### src/core/wdt_consts.vh
// Purpose: constants of the watchdog timer unit
// Assumes: 32-bit AXI4-Lite register bus, byte addresses
// Notes:   definitions only
`ifndef WDT_CONSTS_VH
`define WDT_CONSTS_VH
`define WD_CTRL_OFFS      16'h0034
`define WD_KEY_OFFS       16'h0038
`define WD_STAT_OFFS      16'h0040
`define WD_MASK_OFFS      16'h0044
`define WD_SYS_OFFS       16'h0048
`define WD_CTRL_RESET     8'h09
`define WD_RUN_BIT        3
`define WD_PER_LO         1
`define WD_ACT_BIT        0
`define WD_KEY_CLEAR      8'h4E
`define WD_KEY_DISABLE    8'hB1
`define WD_BASE_EXP       25
`define WD_RST_MIN_CYC    8
`define WD_RST_MAX_CYC    24
`define WD_RST_CYC        5'h10
`endif

### src/core/watchdog_timer_unit.v
// Purpose: watchdog timer with keyed disable, one-time action select, reset pulse
// Assumes: AXI4-Lite slave, one clock, synchronous active-high reset
// Notes:   control registers read as zero; status/mask/system regs readable
// Contract
// - Run bit comes out of reset set, counting starts at once.
// - Stop needs run bit cleared, then key 4E, then disable code B1.
// - Disable code written while run bit is set is ignored.
// - Disabling clears the binary counter to zero.
// - Period field selects 2^25 down to 2^19 cycles; divider bit doubles.
// - Action bit 0 picks interrupt, 1 picks reset; resets to 1.
// - Once action bit is cleared, writes of one are ignored until reset.
// - Primary control register is write-only; software writes whole bytes.
// - Watchdog interrupt request ignores the interrupt enable register.
// - New watchdog interrupt waits until earlier handler's return completes.
// - Reset response drives open-drain reset pin low about 8 to 24 cycles.
// - Clearing the counter leaves the upstream divider untouched.
// - Response fires on the falling edge of the selected top counter bit.
// - Counter pauses in STOP and IDLE, resumes from held value.
//
// Our own choice: the AXI4-Lite slave port.
`timescale 1ns/10ps
`include "wdt_consts.vh"
module watchdog_timer_unit #(
  parameter integer CNT_W    = 27,
  parameter integer BASE_EXP = `WD_BASE_EXP
)(
  input  wire        clk,
  input  wire        srst,
  input  wire [15:0] s_axi_awaddr,
  input  wire        s_axi_awvalid,
  output wire        s_axi_awready,
  input  wire [31:0] s_axi_wdata,
  input  wire [3:0]  s_axi_wstrb,
  input  wire        s_axi_wvalid,
  output wire        s_axi_wready,
  output wire [1:0]  s_axi_bresp,
  output wire        s_axi_bvalid,
  input  wire        s_axi_bready,
  input  wire [15:0] s_axi_araddr,
  input  wire        s_axi_arvalid,
  output wire        s_axi_arready,
  output wire [31:0] s_axi_rdata,
  output wire [1:0]  s_axi_rresp,
  output wire        s_axi_rvalid,
  input  wire        s_axi_rready,
  input  wire        stop_mode,
  input  wire        idle_mode,
  input  wire        nmi_return_done,
  input  wire        reset_pin_in,
  output wire        reset_pin_out,
  output wire        reset_pin_oe_n,
  output wire        watchdog_overflow_irq,
  output wire        irq
);

  localparam [1:0] RESP_OKAY   = 2'b00;
  localparam [1:0] RESP_SLVERR = 2'b10;
  localparam [7:0] CTRL_RST    = `WD_CTRL_RESET;

  // Write and read channel capture
  reg  [15:0] awaddr_ff;
  reg         aw_full_ff;
  reg  [31:0] wdata_ff;
  reg  [3:0]  wstrb_ff;
  reg         w_full_ff;
  reg         bvalid_ff;
  reg  [1:0]  bresp_ff;
  reg  [31:0] rdata_ff;
  reg         rvalid_ff;
  reg  [1:0]  rresp_ff;

  // Watchdog state
  reg         run_ff;
  reg  [1:0]  period_ff;
  reg         action_ff;
  reg         action_lock_ff;
  reg         key_seen_ff;
  reg         stopped_ff;
  reg         div_sel_ff;
  reg  [CNT_W-1:0] cnt_ff;
  reg         top_ff;
  reg  [4:0]  rst_cnt_ff;
  reg         pend_ff;
  reg         busy_ff;
  reg  [1:0]  stat_ff;
  reg  [1:0]  mask_ff;
  reg         pin_s1_ff;
  reg         pin_s2_ff;
  reg         stop_s1_ff;
  reg         stop_s2_ff;
  reg         idle_s1_ff;
  reg         idle_s2_ff;
  reg         ret_s1_ff;
  reg         ret_s2_ff;

  function [4:0] exp_sel;
    input [1:0] per;
    input       dv;
    begin
      exp_sel = BASE_EXP[4:0] - {2'b00, per, 1'b0} + {4'b0000, dv};
    end
  endfunction

  function hit;
    input [15:0] a;
    input [15:0] offs;
    begin
      hit = (a[15:2] == offs[15:2]);
    end
  endfunction

  wire       wr_go   = aw_full_ff && w_full_ff && !bvalid_ff;
  wire       wr_ctrl = wr_go && hit(awaddr_ff, `WD_CTRL_OFFS) && wstrb_ff[0];
  wire       wr_key  = wr_go && hit(awaddr_ff, `WD_KEY_OFFS) && wstrb_ff[0];
  wire       wr_stat = wr_go && hit(awaddr_ff, `WD_STAT_OFFS) && wstrb_ff[0];
  wire       wr_mask = wr_go && hit(awaddr_ff, `WD_MASK_OFFS) && wstrb_ff[0];
  wire       wr_sys  = wr_go && hit(awaddr_ff, `WD_SYS_OFFS) && wstrb_ff[0];
  wire       wr_ok   = hit(awaddr_ff, `WD_CTRL_OFFS) || hit(awaddr_ff, `WD_KEY_OFFS)
                    || hit(awaddr_ff, `WD_STAT_OFFS) || hit(awaddr_ff, `WD_MASK_OFFS)
                    || hit(awaddr_ff, `WD_SYS_OFFS);
  wire [7:0] wbyte   = wdata_ff[7:0];

  // Key and disable code only act on their exact values
  wire key_clear  = wr_key && (wbyte == `WD_KEY_CLEAR);
  wire key_dis    = wr_key && (wbyte == `WD_KEY_DISABLE);
  wire disable_go = key_dis && key_seen_ff && !run_ff;
  wire active     = !stopped_ff;
  wire paused     = stop_s2_ff || idle_s2_ff;
  wire [4:0] exp_now = exp_sel(period_ff, div_sel_ff);
  wire cnt_top    = cnt_ff[exp_now - 5'd1];
  wire overflow   = top_ff && !cnt_top && active;

  // Bus handshakes
  assign s_axi_awready = !aw_full_ff;
  assign s_axi_wready  = !w_full_ff;
  assign s_axi_bvalid  = bvalid_ff;
  assign s_axi_bresp   = bresp_ff;
  assign s_axi_arready = !rvalid_ff;
  assign s_axi_rvalid  = rvalid_ff;
  assign s_axi_rdata   = rdata_ff;
  assign s_axi_rresp   = rresp_ff;

  always @(posedge clk)
  begin
    if (srst)
    begin
      aw_full_ff <= 1'b0;
      w_full_ff  <= 1'b0;
      awaddr_ff  <= 16'h0000;
      wdata_ff   <= 32'h0000_0000;
      wstrb_ff   <= 4'h0;
      bvalid_ff  <= 1'b0;
      bresp_ff   <= RESP_OKAY;
    end
    else
    begin
      if (s_axi_awvalid && !aw_full_ff)
      begin
        aw_full_ff <= 1'b1;
        awaddr_ff  <= s_axi_awaddr;
      end
      if (s_axi_wvalid && !w_full_ff)
      begin
        w_full_ff <= 1'b1;
        wdata_ff  <= s_axi_wdata;
        wstrb_ff  <= s_axi_wstrb;
      end
      if (wr_go)
      begin
        aw_full_ff <= 1'b0;
        w_full_ff  <= 1'b0;
        bvalid_ff  <= 1'b1;
        bresp_ff   <= wr_ok ? RESP_OKAY : RESP_SLVERR;
      end
      else if (bvalid_ff && s_axi_bready)
        bvalid_ff <= 1'b0;
    end
  end

  // Control registers are write-only and read back as zero
  always @(posedge clk)
  begin
    if (srst)
    begin
      rvalid_ff <= 1'b0;
      rdata_ff  <= 32'h0000_0000;
      rresp_ff  <= RESP_OKAY;
    end
    else if (s_axi_arvalid && !rvalid_ff)
    begin
      rvalid_ff <= 1'b1;
      rresp_ff  <= RESP_OKAY;
      if (hit(s_axi_araddr, `WD_STAT_OFFS))
        rdata_ff <= {30'h0000_0000, stat_ff};
      else if (hit(s_axi_araddr, `WD_MASK_OFFS))
        rdata_ff <= {30'h0000_0000, mask_ff};
      else if (hit(s_axi_araddr, `WD_SYS_OFFS))
        rdata_ff <= {28'h0, pin_s2_ff, stopped_ff, pend_ff, div_sel_ff};
      else if (hit(s_axi_araddr, `WD_CTRL_OFFS) || hit(s_axi_araddr, `WD_KEY_OFFS))
        rdata_ff <= 32'h0000_0000;
      else
      begin
        rdata_ff <= 32'h0000_0000;
        rresp_ff <= RESP_SLVERR;
      end
    end
    else if (rvalid_ff && s_axi_rready)
      rvalid_ff <= 1'b0;
  end

  // Control fields
  always @(posedge clk)
  begin
    if (srst)
    begin
      run_ff         <= CTRL_RST[`WD_RUN_BIT];
      period_ff      <= CTRL_RST[`WD_PER_LO+1:`WD_PER_LO];
      action_ff      <= CTRL_RST[`WD_ACT_BIT];
      action_lock_ff <= 1'b0;
      key_seen_ff    <= 1'b0;
      stopped_ff     <= 1'b0;
      div_sel_ff     <= 1'b0;
    end
    else
    begin
      if (wr_ctrl)
      begin
        run_ff    <= wbyte[`WD_RUN_BIT];
        period_ff <= wbyte[`WD_PER_LO+1:`WD_PER_LO];
        if (wbyte[`WD_RUN_BIT])
          stopped_ff <= 1'b0;
        if (!wbyte[`WD_ACT_BIT])
        begin
          action_ff      <= 1'b0;
          action_lock_ff <= 1'b1;
        end
        else if (!action_lock_ff)
          action_ff <= 1'b1;
      end
      if (wr_key)
        key_seen_ff <= (wbyte == `WD_KEY_CLEAR);
      if (disable_go)
        stopped_ff <= 1'b1;
      if (wr_sys)
        div_sel_ff <= wbyte[0];
    end
  end

  // Binary counter; the upstream divider is elsewhere and never cleared here
  always @(posedge clk)
  begin
    if (srst)
    begin
      cnt_ff <= {CNT_W{1'b0}};
      top_ff <= 1'b0;
    end
    else if (disable_go || (key_clear && active))
    begin
      cnt_ff <= {CNT_W{1'b0}};
      top_ff <= 1'b0;
    end
    else if (active && !paused)
    begin
      cnt_ff <= cnt_ff + {{(CNT_W-1){1'b0}}, 1'b1};
      top_ff <= cnt_top;
    end
  end

  // Reset pulse on the open-drain pin
  always @(posedge clk)
  begin
    if (srst)
      rst_cnt_ff <= 5'd0;
    else if (overflow && action_ff && rst_cnt_ff == 5'd0)
      rst_cnt_ff <= `WD_RST_CYC;
    else if (rst_cnt_ff != 5'd0)
      rst_cnt_ff <= rst_cnt_ff - 5'd1;
  end

  assign reset_pin_out  = 1'b0;
  assign reset_pin_oe_n = (rst_cnt_ff == 5'd0);

  // Pseudo non-maskable request, held while a handler runs
  wire ret_done = ret_s2_ff;
  always @(posedge clk)
  begin
    if (srst)
    begin
      pend_ff <= 1'b0;
      busy_ff <= 1'b0;
    end
    else
    begin
      if (overflow && !action_ff)
        pend_ff <= 1'b1;
      else if (pend_ff && !busy_ff)
        pend_ff <= 1'b0;
      if (pend_ff && !busy_ff)
        busy_ff <= 1'b1;
      else if (ret_done)
        busy_ff <= 1'b0;
    end
  end

  assign watchdog_overflow_irq = pend_ff && !busy_ff;

  // Sticky status: bit0 interrupt overflow, bit1 reset overflow
  wire [1:0] ev = {overflow && action_ff, overflow && !action_ff};
  always @(posedge clk)
  begin
    if (srst)
    begin
      stat_ff <= 2'b00;
      mask_ff <= 2'b00;
    end
    else
    begin
      stat_ff <= (stat_ff & ~(wr_stat ? wbyte[1:0] : 2'b00)) | ev;
      if (wr_mask)
        mask_ff <= wbyte[1:0];
    end
  end

  assign irq = |(stat_ff & mask_ff);

  // Asynchronous inputs pass two flops
  always @(posedge clk)
  begin
    if (srst)
    begin
      pin_s1_ff  <= 1'b1;
      pin_s2_ff  <= 1'b1;
      stop_s1_ff <= 1'b0;
      stop_s2_ff <= 1'b0;
      idle_s1_ff <= 1'b0;
      idle_s2_ff <= 1'b0;
      ret_s1_ff  <= 1'b0;
      ret_s2_ff  <= 1'b0;
    end
    else
    begin
      pin_s1_ff  <= reset_pin_in;
      pin_s2_ff  <= pin_s1_ff;
      stop_s1_ff <= stop_mode;
      stop_s2_ff <= stop_s1_ff;
      idle_s1_ff <= idle_mode;
      idle_s2_ff <= idle_s1_ff;
      ret_s1_ff  <= nmi_return_done;
      ret_s2_ff  <= ret_s1_ff;
    end
  end

endmodule // watchdog_timer_unit

### config.mk
export PLATFORM = sky130hd
export DESIGN_NAME = watchdog_timer_unit
export DESIGN_NICKNAME = d
export VERILOG_FILES = /design/src/core/watchdog_timer_unit.v
export VERILOG_INCLUDE_DIRS = /design/src /design/src/core
export SDC_FILE = /design/constraint.sdc
export NUM_CORES = 1
export LEC_CHECK = 0
export ABC_AREA = 1
export BUFFER_PORTS_ARGS = -buffer_cell sky130_fd_sc_hd__buf_2
export CAP_MARGIN = 10
export CORE_MARGIN = 1.5
export CORE_UTILIZATION = 58
export CTS_BUF_LIST = sky130_fd_sc_hd__clkbuf_4 sky130_fd_sc_hd__clkbuf_8
export CTS_CLUSTER_DIAMETER = 100
export DETAILED_ROUTE_END_ITERATION = 8
export GPL_ROUTABILITY_DRIVEN = 0
export PLACE_DENSITY = 0.95
export SYNTH_ARGS = -nofsm -noshare
export SYNTH_HDL_FRONTEND = slang
export SYNTH_SLANG_ARGS = --single-unit
### constraint.sdc
create_clock -name clk -period 4.1 [get_ports clk]
set_input_delay 1.23 -clock clk [delete_from_list [all_inputs] [get_ports clk]]
set_output_delay 1.23 -clock clk [all_outputs]
set_load 0.005 [all_outputs]
=== Yosys cells after proc, flatten, opt, wreduce, memory -nomap -nowiden ===
Cells that the tools add are included.
Widths: inputs -> output; s select.

* Shifts and indexed selects: 0
* Reductions and logical operators: 62
* Muxes and demuxes: 26
* Divide/modulo/power cells: 0
* Add/sub/neg operators: 5
* $lt $le $gt $ge: 1
* Eq/ne operators: 13
* Multipliers: 0
* Bitwise operators: 5

{| class="wikitable"
|+ Operator list
! cell !! count
|-
| $eq 14x5->1 const B || 6
|-
| $eq 14x4->1 const B || 4
|-
| $logic_and 1x1->1 || 29
|-
| $add 27x1->27 const B || 1
|-
| $mux 1 || 14
|-
| $reduce_bool 2->1 || 7
|-
| $mux 2 || 6
|-
| $mux 4 || 3
|-
| $logic_not 1->1 || 10
|-
| $mux 5 || 2
|-
| $sub 5x1->5 const B || 2
|-
| $eq 8x7->1 const B || 1
|-
| $eq 8x8->1 const B || 1
|-
| $reduce_or 2->1 || 4
|-
| $logic_or 1x1->1 || 7
|-
| $lt 5x6->1 const B || 1
|-
| $reduce_and 2->1 || 3
|-
| $add 5x1->5 || 1
|-
| $bmux 1 s5 || 1
|-
| $logic_not 5->1 || 1
|-
| $reduce_bool 5->1 || 1
|-
| $sub 4x4->5 const A || 1
|-
| $and 2x2->2 || 2
|-
| $ne 2x2->1 const B || 1
|-
| other kinds (3) || 3
|}

* Latch bits: 0
* Memory bits (writable): 0
* ROM bits: 0
* Register bits: 120
* Input bits: 79
* Memories kept: 0

=== Longest topological paths before layout ===
* Depth after elaboration: 11
* Depth in mapped cells: 11
* Depth with buffers taken out: 11

=== Least setup slack after synthesis ===
No wires, ideal clock.

* Path type: input-to-reg
* From: input port s_axi_araddr[3]
* To: register rdata_ff[0], in the netlist s_axi_rdata[0]
* Arrival time: 2049 ps
* Data required time: 4029 ps
* Stages on the path: 8
* Slack: 1980 ps
* Cell sequence: inv_1 -> nor2_1 -> nand2_1 -> nor3_1 -> nand2_1 -> nand3_1 -> nand2_1 -> a21oi_1

* Longest elaborated chain between the ends: 4

{| class="wikitable"
|+ RTL lines
! element !! RTL line !! source
|-
| from (decl) || watchdog_timer_unit.v:39 || <nowiki>input wire [15:0] s_axi_araddr,</nowiki>
|-
| $eq 14x5->1 || watchdog_timer_unit.v:108 || <nowiki>hit = (a[15:2] == offs[15:2]);</nowiki>
|-
| $mux 4 || watchdog_timer_unit.v:197 || <nowiki>else if (hit(s_axi_araddr, `WD_SYS_OFFS))</nowiki>
|-
| $mux 4 || watchdog_timer_unit.v:195 || <nowiki>else if (hit(s_axi_araddr, `WD_MASK_OFFS))</nowiki>
|-
| $mux 4 (*) || watchdog_timer_unit.v:193 || <nowiki>if (hit(s_axi_araddr, `WD_STAT_OFFS))</nowiki>
|-
| to (signal assigned) || watchdog_timer_unit.v:194 || <nowiki>rdata_ff <= {30'h0000_0000, stat_ff};</nowiki>
|-
| to (signal assigned) || watchdog_timer_unit.v:196 || <nowiki>rdata_ff <= {30'h0000_0000, mask_ff};</nowiki>
|-
| to (signal assigned) || watchdog_timer_unit.v:198 || <nowiki>rdata_ff <= {28'h0, pin_s2_ff, stopped_ff, pend_ff, div_sel_ff};</nowiki>
|-
| to (decl) || watchdog_timer_unit.v:68 || <nowiki>reg [31:0] rdata_ff;</nowiki>
|}

Every way passes the cells marked *; elsewhere a longest branch is shown, timed or not.
A chain may end at the register's enable or synchronous reset.

=== Final worst setup path ===
* From: register rst_cnt_ff[0]
* To: output port reset_pin_oe_n

* Longest elaborated chain between the ends: 1

{| class="wikitable"
|+ RTL lines
! element !! RTL line !! source
|-
| from (decl) || watchdog_timer_unit.v:82 || <nowiki>reg [4:0] rst_cnt_ff;</nowiki>
|-
| from (signal assigned) || watchdog_timer_unit.v:275 || <nowiki>rst_cnt_ff <= `WD_RST_CYC;</nowiki>
|-
| from (signal assigned) || watchdog_timer_unit.v:277 || <nowiki>rst_cnt_ff <= rst_cnt_ff - 5'd1;</nowiki>
|-
| $logic_not 5->1 || watchdog_timer_unit.v:281 || <nowiki>assign reset_pin_oe_n = (rst_cnt_ff == 5'd0);</nowiki>
|-
| to (decl) || watchdog_timer_unit.v:51 || <nowiki>output wire reset_pin_oe_n,</nowiki>
|}

Every way passes these cells.

==> flow_summary.rst <==
.. list-table::
   :header-rows: 1

   * - Metric
     - Value
   * - Placed standard-cell area
     - 4539 um2
   * - Fraction of power consumed by combinational cells
     - 12.4%
   * - Proportion of synthesized area in mux cells
     - 0%
   * - Number of optimization iterations in the first detailed-route pass
     - 4
   * - Die ar.
     - 7911 um2
   * - Share of final-layout standard cells stronger than drive strength 1
     - 13.58%
   * - Static power due to leakage
     - 0.002106 uW
   * - Number of clock sinks
     - 88
   * - Shortest clock period the worst path allows after layout
     - 2.664 ns
   * - Per-cell routed wire length
     - 11.82 um
   * - TritonCTS Buffers
     - 9
   * - Area of the core
     - 7214 um2
   * - Number of fill cells
     - 642
   * - Share of synthesized area occupied by flip-flops and latches
     - 41.12%
   * - Net count, final
     - 747
   * - Initial drt markers
     - 157
   * - Category of the critical setup timing path
     - flip-flop to output pin
   * - Syn Area/Cell
     - 7.081 um2
   * - Critical path capture point type
     - output pin
   * - Share of synthesized cell area in full adder, half adder and majority cells
     - 0.8762%
   * - Number of setup violations in the final report
     - 0
   * - Number of library cell types mapped by synthesis
     - 32
   * - CTS tree
     - built
   * - Clock share of power
     - 35.5%
   * - Startpoint type of the worst setup path
     - flip-flop
   * - Remaining antenna violation count
     - 0
   * - Area of the mapped netlist
     - 4284 um2
   * - Post-layout instance area
     - 4751 um2
   * - Max Cap Violations
     - 0
   * - Path class of the lowest-slack min-delay path
     - flip-flop to flip-flop
   * - Post-cts repair resize count
     - 0
   * - Largest net degree at the start of global routing
     - 25
   * - Total via count in the routed design
     - 3,892
   * - Headroom to the max-slew limit
     - 62.34%
   * - Fraction of power spent switching nets
     - 27.48%
   * - Count leader, synth
     - nand2_1
   * - Number of remaining DRC errors
     - 0
   * - H-Tree Level Count
     - 3
   * - Crit path required time
     - 2.87 ns
   * - Share of flip-flops with an asynchronous set or reset
     - 0%
   * - Number of flops mapped to enable cells by yosys
     - 0
   * - Hold_buf cts
     - 0
   * - Global-route total usage across every layer
     - 24.16%
   * - Overflow after GRT
     - 0
   * - Input/output buffers
     - 61
   * - Critical path fanouts, max
     - 5
   * - Detailed placement HPWL
     - 6.816 mm
   * - Synth-to-Final Area Change
     - 10.89%
   * - Register bit total from synthesis
     - 88
   * - Combined area of the multi-input logic cells
     - 2029 um2
   * - Leading post-synthesis cells by instance count
     - 101 x nand2_1, 97 x nor2_1, 88 x dfxtp_1, 81 x inv_1, 41 x o21ai_0
   * - Clk_lat worst skew
     - 0.37 ns
   * - Most area-consuming cells after synthesis
     - dfxtp_1 41%, nand2_1 8.8%, nor2_1 8.5%, inv_1 7.1%, buf_4 5.4%
   * - Yosys top cell area share
     - 41.12%
   * - Worst Path Arrival
     - 1.43 ns
   * - Detailed Route WL
     - 9.086 mm
   * - Ys flop type
     - dfxtp_1
   * - Initial core utilization
     - 59.38%
   * - Parity-gate share of the synthesized area counting xor and xnor cells
     - 5.111%
   * - Unrepaired setup endpoints after global routing
     - no
   * - Global-route wire length before repair
     - 14.97 mm
   * - Number of antenna repair diodes
     - 0
   * - Count of boundary I/O pins
     - 124
   * - Via count of the first global-routing pass
     - 3,709
   * - Internal power summed over all cells
     - 1292 uW
   * - # rows
     - 31
   * - Floorplan die height
     - 88.95 um
   * - Pwr/cell area
     - 375.1 nW/um2
   * - Slew at the pin closest to its max-slew limit
     - 0.5630 ns
   * - Accumulated negative setup slack
     - 0 ns
   * - Clock root cell
     - clkbuf_8
   * - Final Skew
     - 0.01211 ns
   * - Bufs on Longest Clock Path
     - 2
   * - Simple-Gate Fraction of Synth Area
     - 28.59%
   * - Die span in x
     - 88.95 um
   * - Post CTS Setup Buffer Count
     - 0
   * - Fraction of the cycle the final worst path needs
     - 64.97%
   * - Sequential Power Share
     - 52.1%
   * - Sequential cell area
     - 1762 um2
   * - Ratio of routed vias to standard cells
     - 5.061
   * - Initial antenna violation count
     - 0
   * - Cell type with the largest total area after synthesis
     - dfxtp_1
   * - Count of warnings emitted by yosys
     - 0
   * - Cells after synthesis
     - 605
   * - Final hold violations
     - 0
   * - Combinational family with the most area after synthesis
     - simple AND/OR/NAND/NOR gates
   * - Compound-Gate Fraction of Synth Area
     - 10.08%
   * - Worst IR drop on VDD
     - 375.6 uV
   * - Switching power summed over all nets
     - 489.8 uW
   * - Result of the run
     - complete, no violations
   * - Max Clk Rate
     - 375.4 MHz
   * - Max-slew violation count
     - 0
   * - Clock transition at path regs
     - 0.09 ns
-- stage by stage --
stage               setup slack [ns]  instances  power (uW)  util, %  hold WS, ns
floorplan                      1.980        635        1121        -       0.3883
global placement               1.179        753        1152    62.92       0.3908
detailed placement             1.088        753        1167    62.92       0.4013
CTS                            1.415        769        1790    65.85       0.4149
global route                   1.297        769        1869    65.85       0.4338
finish                         1.436        769        1782    65.85       0.4123
-- cells in the final DEF (no fill, tap or decap), drive strengths merged, types with 3 or more instances in the layout --
master  instances
nor2          101
dfxtp          88
o21ai          41
conb           31
ha              3
nand4          10
nor3           20
clkbuf         10
xnor2           8
buf            62
xor2           17
clkinv          4
nand3          38
inv            84
a21oi          36
nand3b          4
nand2         102
-- layout make-up --
class                   instances  area share, %
multi-input cells             421          42.72
inverters                      83          6.558
clock inverters                 6          1.554
flip-flops and latches         88          37.08
well taps                      99          2.607
clock buffers                  10          2.897
repair buffers                 62          6.584
-- logic make-up (layout without fill, tap and decap cells) --
| family | Yosys count | after routing |
|---|---|---|
| XOR/XNOR | 25 | 25 |
| adder cells (fa/ha/maj) | 3 | 3 |
| flip-flops | 88 | 88 |
| AO/OA/AOI/OAI | 83 | 83 |
| AND/OR/NAND/NOR | 279 | 279 |
| buffers and inverters | 126 | 161 |
| other | 1 | 31 |
-- path summary, 6_finish.rpt --
check	from	cells past startpoint	slack, ns	end
worst max register to register	stopped_ff$_SDFFE_PP0P_	6	2.05	cnt_ff[23]$_SDFFE_PP0P_
worst min register to register	stop_s1_ff$_SDFF_PP0_	2	0.41	stop_s2_ff$_SDFF_PP0_
worst min-delay path	stop_s1_ff$_SDFF_PP0_	2	0.41	stop_s2_ff$_SDFF_PP0_
worst max-delay path	rst_cnt_ff[0]$_SDFFE_PP0N_	5	1.44	reset_pin_oe_n
-- registers in the layout, indices dropped and copies added (netlist names), 2 cells and up --
name and cells:
cnt_ff 27, awaddr_ff 14, wdata_ff 8, rst_cnt_ff 5, s_axi_rdata 4, mask_ff 2
period_ff 2, stat_ff 2
-- metal layers --
metal  routed length, um  GRT usage [%]
met1                3579          24.71
met4                 211          12.31
met2                4814          44.56
met3                 481          7.202
met5                   0              0
-- worst max-delay path: stages, from the launching register on --
cell	delay, ns
dfxtp_1	0.37
inv_1	0.06
ha_1	0.24
nand3_1	0.17
inv_1	0.09
buf_2	0.13
-- power groups by stage --
stage,combinational (uW),sequential (uW),clock (uW)
floorplan,181,941,0
global placement,207,945,0
CTS,222,928,640
detailed placement,219,948,0
finish,221,928,633
global route,257,935,677
Note: power is estimated with default switching activity, not from simulation.
